File: src/crc_pkg.sv
package crc_pkg;

    ////////////////////////////////////////////////////////////////////////
    // Register byte offsets
    localparam logic [7:0] OFS_STATUS    = 8'h00;
    localparam logic [7:0] OFS_CONTROL   = 8'h04;
    localparam logic [7:0] OFS_BLANK_SRC = 8'h08;
    localparam logic [7:0] OFS_BLANK_GATE = 8'h0C;
    localparam logic [7:0] OFS_FILTER    = 8'h10;
    localparam logic [7:0] OFS_VREF      = 8'h14;

    ////////////////////////////////////////////////////////////////////////
    // Implemented-bit masks; the rest read zero
    localparam logic [15:0] MASK_STATUS    = 16'h800F;
    localparam logic [15:0] MASK_CONTROL   = 16'hFCF3;
    localparam logic [15:0] MASK_BLANK_SRC = 16'h0FFF;
    localparam logic [15:0] MASK_BLANK_GATE = 16'hBFFF;
    localparam logic [15:0] MASK_FILTER    = 16'h007F;
    localparam logic [15:0] MASK_VREF      = 16'h47FF;

    // Reset value, common to all six registers
    localparam logic [15:0] RST_VALUE = 16'h0000;

    ////////////////////////////////////////////////////////////////////////
    // Reference control field positions
    localparam int VR_OE2_BIT   = 14;
    localparam int VR_SRC_BIT   = 10;
    localparam int VR_BG_LSB    = 8;
    localparam int VR_EN_BIT    = 7;
    localparam int VR_OE_BIT    = 6;
    localparam int VR_RANGE_BIT = 5;
    localparam int VR_SUPPLY_BIT = 4;
    localparam int VR_TAP_LSB   = 0;

    // Comparator control: enable bit
    localparam int CC_EN_BIT = 15;

    typedef struct packed {
        logic       second_reference_output_enable;
        logic       reference_source_select;
        logic [1:0] band_gap_select;
        logic       reference_enable;
        logic       reference_pin_output_enable;
        logic       ladder_range_select;
        logic       reference_supply_source_select;
        logic [3:0] ladder_tap_select;
    } crc_vref_s;

endpackage

File: src/crc_regs.sv
// Local design decisions: register access over APB and the placing of the registers.
`timescale 1ns/1ns
module crc_regs (
    input  wire logic        pclk,
    input  wire logic        presetn,
    input  wire logic        psel,
    input  wire logic        penable,
    input  wire logic        pwrite,
    input  wire logic [7:0]  paddr,
    input  wire logic [31:0] pwdata,
    input  wire logic [3:0]  pstrb,
    output logic             pready,
    output logic             pslverr,
    output logic [31:0]      prdata,
    input  wire logic        sleep_wake,
    input  wire logic        port_direction,
    output crc_pkg::crc_vref_s reference_config,
    output logic             ladder_on,
    output logic             reference_pin_drive,
    output logic             reference_pin_input_mode,
    output logic             comparator_enable
);

    ////////////////////////////////////////////////////////////////////////
    logic [15:0] status_reg, status_next;
    logic [15:0] control_reg, control_next;
    logic [15:0] bsrc_reg, bsrc_next;
    logic [15:0] bgate_reg, bgate_next;
    logic [15:0] filter_reg, filter_next;
    logic [15:0] vref_reg, vref_next;
    logic [31:0] prdata_reg, prdata_next;
    logic        wr_en;
    logic        rd_en;
    logic        hit;
    logic [15:0] rd_word;

    // Merge bus data into a register honouring byte strobes and the mask
    function automatic logic [15:0] merge(input logic [15:0] old,
                                          input logic [31:0] wd,
                                          input logic [3:0]  st,
                                          input logic [15:0] msk);
        logic [15:0] v;
        v = old;
        if (st[0]) begin
            v[7:0] = wd[7:0];
        end
        if (st[1]) begin
            v[15:8] = wd[15:8];
        end
        return v & msk;
    endfunction

    ////////////////////////////////////////////////////////////////////////
    // Zero wait states: access phase always completes in one cycle
    assign pready  = 1'b1;
    assign wr_en   = psel & penable & pwrite;
    // Read word is loaded in the setup cycle so it stands in the access cycle
    assign rd_en   = psel & ~penable & ~pwrite;

    always_comb begin
        hit     = 1'b1;
        rd_word = 16'h0000;
        case (paddr)
            crc_pkg::OFS_STATUS:     rd_word = status_reg;
            crc_pkg::OFS_CONTROL:    rd_word = control_reg;
            crc_pkg::OFS_BLANK_SRC:  rd_word = bsrc_reg;
            crc_pkg::OFS_BLANK_GATE: rd_word = bgate_reg;
            crc_pkg::OFS_FILTER:     rd_word = filter_reg;
            crc_pkg::OFS_VREF:       rd_word = vref_reg;
            default:                 hit = 1'b0;
        endcase
    end

    // Unmapped addresses answer with an error and read zero
    assign pslverr = psel & penable & ~hit;

    always_comb begin
        status_next  = status_reg;
        control_next = control_reg;
        bsrc_next    = bsrc_reg;
        bgate_next   = bgate_reg;
        filter_next  = filter_reg;
        vref_next    = vref_reg;
        prdata_next  = 32'h0000_0000;
        if (rd_en && hit) begin
            prdata_next = {16'h0000, rd_word};
        end
        if (wr_en) begin
            case (paddr)
                crc_pkg::OFS_STATUS: status_next = merge(status_reg,
                    pwdata, pstrb, crc_pkg::MASK_STATUS);
                crc_pkg::OFS_CONTROL: control_next = merge(control_reg,
                    pwdata, pstrb, crc_pkg::MASK_CONTROL);
                crc_pkg::OFS_BLANK_SRC: bsrc_next = merge(bsrc_reg,
                    pwdata, pstrb, crc_pkg::MASK_BLANK_SRC);
                crc_pkg::OFS_BLANK_GATE: bgate_next = merge(bgate_reg,
                    pwdata, pstrb, crc_pkg::MASK_BLANK_GATE);
                crc_pkg::OFS_FILTER: filter_next = merge(filter_reg,
                    pwdata, pstrb, crc_pkg::MASK_FILTER);
                crc_pkg::OFS_VREF: vref_next = merge(vref_reg,
                    pwdata, pstrb, crc_pkg::MASK_VREF);
                default: begin
                end
            endcase
        end
    end

    // Reset clears enable, pin enable, range and tap; wake does not touch
    always_ff @(posedge pclk or negedge presetn) begin
        if (!presetn) begin
            status_reg  <= crc_pkg::RST_VALUE;
            control_reg <= crc_pkg::RST_VALUE;
            bsrc_reg    <= crc_pkg::RST_VALUE;
            bgate_reg   <= crc_pkg::RST_VALUE;
            filter_reg  <= crc_pkg::RST_VALUE;
            vref_reg    <= crc_pkg::RST_VALUE;
            prdata_reg  <= 32'h0000_0000;
        end else begin
            status_reg  <= status_next;
            control_reg <= control_next;
            bsrc_reg    <= bsrc_next;
            bgate_reg   <= bgate_next;
            filter_reg  <= filter_next;
            vref_reg    <= vref_next;
            prdata_reg  <= prdata_next;
        end
    end

    // Read data comes from a flop but is valid while pready is sampled
    assign prdata = prdata_reg;

    ////////////////////////////////////////////////////////////////////////
    // Field view; the analog ladder decodes step size from the range bit
    assign reference_config = crc_pkg::crc_vref_s'({
        vref_reg[crc_pkg::VR_OE2_BIT],
        vref_reg[crc_pkg::VR_SRC_BIT],
        vref_reg[crc_pkg::VR_BG_LSB +: 2],
        vref_reg[crc_pkg::VR_EN_BIT],
        vref_reg[crc_pkg::VR_OE_BIT],
        vref_reg[crc_pkg::VR_RANGE_BIT],
        vref_reg[crc_pkg::VR_SUPPLY_BIT],
        vref_reg[crc_pkg::VR_TAP_LSB +: 4]});

    // Ladder power follows only its own enable, never the comparator's
    assign ladder_on = vref_reg[crc_pkg::VR_EN_BIT];
    assign comparator_enable = control_reg[crc_pkg::CC_EN_BIT];

    // Pin drive ignores port direction while output enable is set
    assign reference_pin_drive = vref_reg[crc_pkg::VR_OE_BIT];
    assign reference_pin_input_mode = vref_reg[crc_pkg::VR_OE_BIT]
                                    ? 1'b0 : port_direction;

    // Wake indication has no effect on any register
    logic unused_wake;
    assign unused_wake = sleep_wake;

endmodule
File: config.mk
export PLATFORM = sky130hd
export DESIGN_NAME = crc_regs
export DESIGN_NICKNAME = d
export VERILOG_FILES = /design/src/crc_pkg.sv /design/src/crc_regs.sv
export SDC_FILE = /design/constraint.sdc
export NUM_CORES = 1
export LEC_CHECK = 0
export ABC_AREA = 0
export BUFFER_PORTS_ARGS = -buffer_cell sky130_fd_sc_hd__buf_2
export CAP_MARGIN = 0
export CORE_ASPECT_RATIO = 0.7
export CORE_MARGIN = 2
export CORE_UTILIZATION = 56
export DETAILED_ROUTE_END_ITERATION = 8
export HOLD_SLACK_MARGIN = 0.02
export PLACE_DENSITY_LB_ADDON = 0.25
export SYNTH_ARGS = -nofsm -noshare
export SYNTH_HDL_FRONTEND = slang
export SYNTH_SLANG_ARGS = --single-unit
File: constraint.sdc
create_clock -name pclk -period 1.8 [get_ports pclk]
set_input_delay 0.36 -clock pclk [delete_from_list [all_inputs] [get_ports pclk]]
set_output_delay 0.36 -clock pclk [all_outputs]
set_load 0.01 [all_outputs]
Yosys cells after proc, flatten, opt, wreduce, memory -nomap -nowiden
Index checks and enable logic that the tools add are counted.

cells by class
  eq/ne operators = 5
  muxes and demuxes = 4
  bitwise logic cells = 8
  reductions and logical operators = 14

operators with widths
  cell                                           number
  one-hot mux 16 bit (6 select lines)            1
  AND reduction 3 bit                            11
  == test 8 x 4 -> 1 bit, second input constant  2
  == test 8 x 5 -> 1 bit, second input constant  2
  2-to-1 mux 16 bit                              1
  == test 8 x 3 -> 1 bit, second input constant  1
  logical NOT 8 bit                              1
  OR reduction 6 bit                             1
  bitwise AND 1 bit                              5
  NOT 1 bit                                      3
  2-to-1 mux 1 bit                               2
  logical AND 1 bit                              1

word-level totals
  register bits = 95
  input port bits = 51
  output and inout bits = 50
  logic and storage cells = 43

Depth between registers and ports, before layout
  word-level depth = 5
  gate-level depth with buffers = 5
  mapped depth without buffers = 3

Least setup slack after synthesis
Ideal clock, no wire load.

  path type = input -> register
  start point = input paddr[4]
  end point = register status_reg[0]
  setup time = 125 ps
  arrival time = 1,713 ps
  required time = 1,675 ps
  slack = -37 ps
  stages on the path = 4
  buffers on the path = 1
  path through = buf_2 -> or4_4 -> nor4_4 -> mux2_2

between the ends
  word-level cells in the longest chain between the ends = 2

RTL lines
  element                        RTL line         RTL
  from (decl)                    crc_regs.sv:9    input wire logic [7:0] paddr,
  logical NOT 8 bit              crc_regs.sv:89   case (paddr)
  AND reduction 3 bit (no line)  --
  to (signal assigned)           crc_regs.sv:111  status_reg <= crc_pkg::RST_VALUE;
  to (signal assigned)           crc_regs.sv:119  status_reg <= status_next;
  to (decl)                      crc_regs.sv:25   logic [15:0] status_reg, status_next;

No other way between the ends.
A chain may end at the register's enable or synchronous reset.

Worst setup path after layout
  start point = input paddr[4]
  end point = output pslverr

between the ends
  word-level cells in the longest chain between the ends = 5
  elaborated cells between the ends (all ways) = 10
  those cells by class = eq/ne: 5; mux: 1; bitwise: 2; reduce/logical: 2

RTL lines
  element                                               RTL line        RTL
  == test 8 x 5 -> 1 bit, or another cell as far along  crc_regs.sv:63  case (paddr)
  OR reduction 6 bit (no line) (*)                      --
  2-to-1 mux 1 bit (*)                                  crc_regs.sv:63
  NOT 1 bit (*)                                         crc_regs.sv:75  assign pslverr = psel & penable & ~hit;
  bitwise AND 1 bit (*)                                 crc_regs.sv:75
  to (decl)                                             crc_regs.sv:13  output logic pslverr,

Mark *: on every way between the ends. The rest lies on a longest branch, timed or not.

==> results.md <==
- Crit path max fanout: 15
- Worst EP arrival: 1.28 ns
- Buffers on Ports: 64
- Antenna fix cells: 0
- Initial Utilization: 0.588
- GRT Total Usage: 0.241
- Max Root-Sink Buffers: 2
- F_max: 0.610 GHz
- Clock Skew: 0.00371 ns
- Area Growth Syn to Fin: 22.2%
- Reg clk slew, reported paths: 0.08 ns
- Layout cell share with drive strength beyond 1: 0.545
- Total CTS buffers: 9
- Final wirelength: 8140 um
- Antenna-violating nets left: 0
- Mapped Area: 3710 um^2
- Outcome: complete, no violations
- Die ar.: 7300 um^2
- Cell Rows: 24
- H-tree depth: 3
- Via count: 2552
- Hold Crit Class: input pin to flop
- Fin crit share: 0.911
- Total core area: 6310 um^2
- Num ports: 101
- CTS tree: done
- RSZ-0062 raised after global routing: false
- Avg Cell Area, Syn: 13.6 um^2
- Power per cell area: 743 nW/um^2
- GRT overflow: 0
- Initial antenna violation count: 0
- Buf+Inv Stages, Crit Path: 4
- CP delay by family, top: buffers and inverters
- Worst R2R Setup Slack: 0.60 ns
- Synth unique cells: 33
- Post-synthesis sequential area ratio: 0.533
- Post-DR wirelength/cell: 17.9 um
- Root buffer cell: clkbuf_8
- Max-cap violations: 0
- Post-cts resize count: 0
- Die width: 101 um
- Via/cell ratio: 5.60
- Final net count: 425
- Max reg flops: 16
- Placed insts: 440
- Final count of hold timing violations: 0
- Final worst path period need: 1.64 ns
- Synth Register Bits: 79
- Worst-skew pair later-pin latency: 0.35 ns
- Vias in the first global route: 2529
- Post-route setup TNS: 0 ns
- Critical path's slowest cell: buf_4
- Largest net degree at the start of global routing: 30
- WP data required: 1.44 ns
- DR pass1 iterations: 4
- Post-Syn Instances: 273
- VDD IR max: 0.000521 V
- CP Launch Type: input pin
- Die H: 72.1 um
- Global-route wire length before repair: 13200 um
- CP Class: input pin to output pin
- DRC: 0
- Post-DP HPWL: 6020 um
- Critical path cell sequence: buf_2 > buf_4 > buf_4 > nand2_1 > a31oi_1 > buf_2
- Final Setup Violations: 0
- Non-Filler Instances: 456
- Max-slew violations: 0
- CTS Sinks: 79
- Yosys Warn Count: 0
- CP Capture Type: output pin
- GP Congestion: 0.832
- CP max stage delay: 0.21 ns
- Pleak: 2.38 nW
- 1st-iter DRT viols: 120
final timing paths:
check | to | cells past startpoint | start
worst max register to register | prdata[6]$_DFF_PN0_ | 3 | vref_reg[6]$_DFFE_PN0P_
worst max-delay path | pslverr | 6 | paddr[4]
min in group asynchronous | prdata[3]$_DFF_PN0_ | 2 | presetn
max in group asynchronous | filter_reg[6]$_DFFE_PN0P_ | 3 | presetn
worst min-delay path | control_reg[14]$_DFFE_PN0P_ | 2 | pwdata[14]
worst min register to register | bgate_reg[8]$_DFFE_PN0P_ | 1 | bgate_reg[8]$_DFFE_PN0P_
timing repair:
action	in CTS	in global routing
hold buffers	1	0
endpoints found under the hold margin	16	0
buffers inserted	0	0
cell usage in the layout, fill, tap and decap left out, types with 3 or more instances in the layout:
| master | n |
|---|---|
| dfrtp_1 | 79 |
| mux2_2 | 72 |
| buf_2 | 63 |
| buf_4 | 37 |
| conb_1 | 17 |
| nand3_1 | 13 |
| clkbuf_8 | 10 |
| nand4_1 | 9 |
| mux2i_1 | 8 |
| a21oi_1 | 7 |
| o22ai_1 | 7 |
| nand2_1 | 6 |
| a22oi_1 | 5 |
| nor4_4 | 4 |
| mux2_4 | 4 |
| nor2b_1 | 3 |
routing by layer:
metal / global-route usage / vias to the layer above / routed length (um)
met1: 0.356 / 1290 / 3830
met4: 0.0676 / 0 / 65
met3: 0.0539 / 8 / 451
met2: 0.365 / 72 / 3790
li1: - / 1182 / -
met5: 0 / - / 0
kinds of logic after synthesis:
kind of cell,synth area share
AOI/OAI and AO/OA,0.0351
other,0.00202
DFF,0.533
buffers and inverters,0.0519
and+or+nand+nor,0.114
muxes,0.264
cells in the mapped netlist:
cell type | n | area (um^2)
and4_1 | 2 | 17.5
nor4_4 | 4 | 85.1
nand4_2 | 2 | 25.0
or4_4 | 1 | 11.3
mux4_2 | 2 | 45.0
nor2b_1 | 3 | 18.8
mux2i_1 | 8 | 80.1
mux2_2 | 76 | 856
nor3_1 | 2 | 10.0
and4b_1 | 2 | 20.0
nand3_1 | 13 | 65.1
nand3b_1 | 1 | 7.51
buf_1 | 1 | 3.75
clkbuf_1 | 3 | 11.3
or3_4 | 2 | 22.5
nand4_1 | 9 | 56.3
a211oi_1 | 1 | 7.51
nor4b_2 | 1 | 15.0
inv_1 | 2 | 7.51
a22oi_1 | 5 | 37.5
nor3_2 | 1 | 10.0
nor4_1 | 1 | 6.26
dfrtp_1 | 79 | 1980
nor2_1 | 2 | 7.51
a21oi_1 | 7 | 35.0
nor3b_1 | 2 | 15.0
and2_1 | 1 | 6.26
conb_1 | 2 | 7.51
nand2_1 | 6 | 22.5
buf_4 | 20 | 150
a31oi_1 | 1 | 6.26
o22ai_1 | 7 | 43.8
buf_2 | 4 | 20.0
final cells by class:
type,count,area [um^2]
clock buffer,10,138
inverter,2,7.51
fill,448,1770
sequential,79,1980
clock inverter,5,57.6
timing repair buffer,103,643
multi-input combinational,179,1610
tap,78,97.6
through the flow:
stage          worst slack [ns]  power [mW]  hold slack [ns]  utilization  area (um^2)
2_1_floorplan           0.00677        1.95           0.0644            -         3790
3_3_place_gp             -0.151        2.08            0.249        0.686         4330
3_5_place_dp             -0.137        2.09            0.250        0.686         4330
4_1_cts                   0.151        3.39            0.244        0.719         4530
5_1_grt                   0.109        3.48            0.259        0.719         4530
6_report                  0.161        3.37            0.257        0.719         4530
worst register-to-register path, stage by stage (launching register included):
cell	delay, ns
dfrtp_1	0.42
mux2_2	0.28
a22oi_1	0.26
o22ai_1	0.12
report_power, final:
group / internal [mW] / switching, mW / total, mW / leakage, nW
registers: 1.78 / 0.00640 / 1.79 / 1.10
clock network: 0.673 / 0.643 / 1.32 / 0.103
logic: 0.103 / 0.158 / 0.261 / 1.17
(Power assumes the default switching activity.)
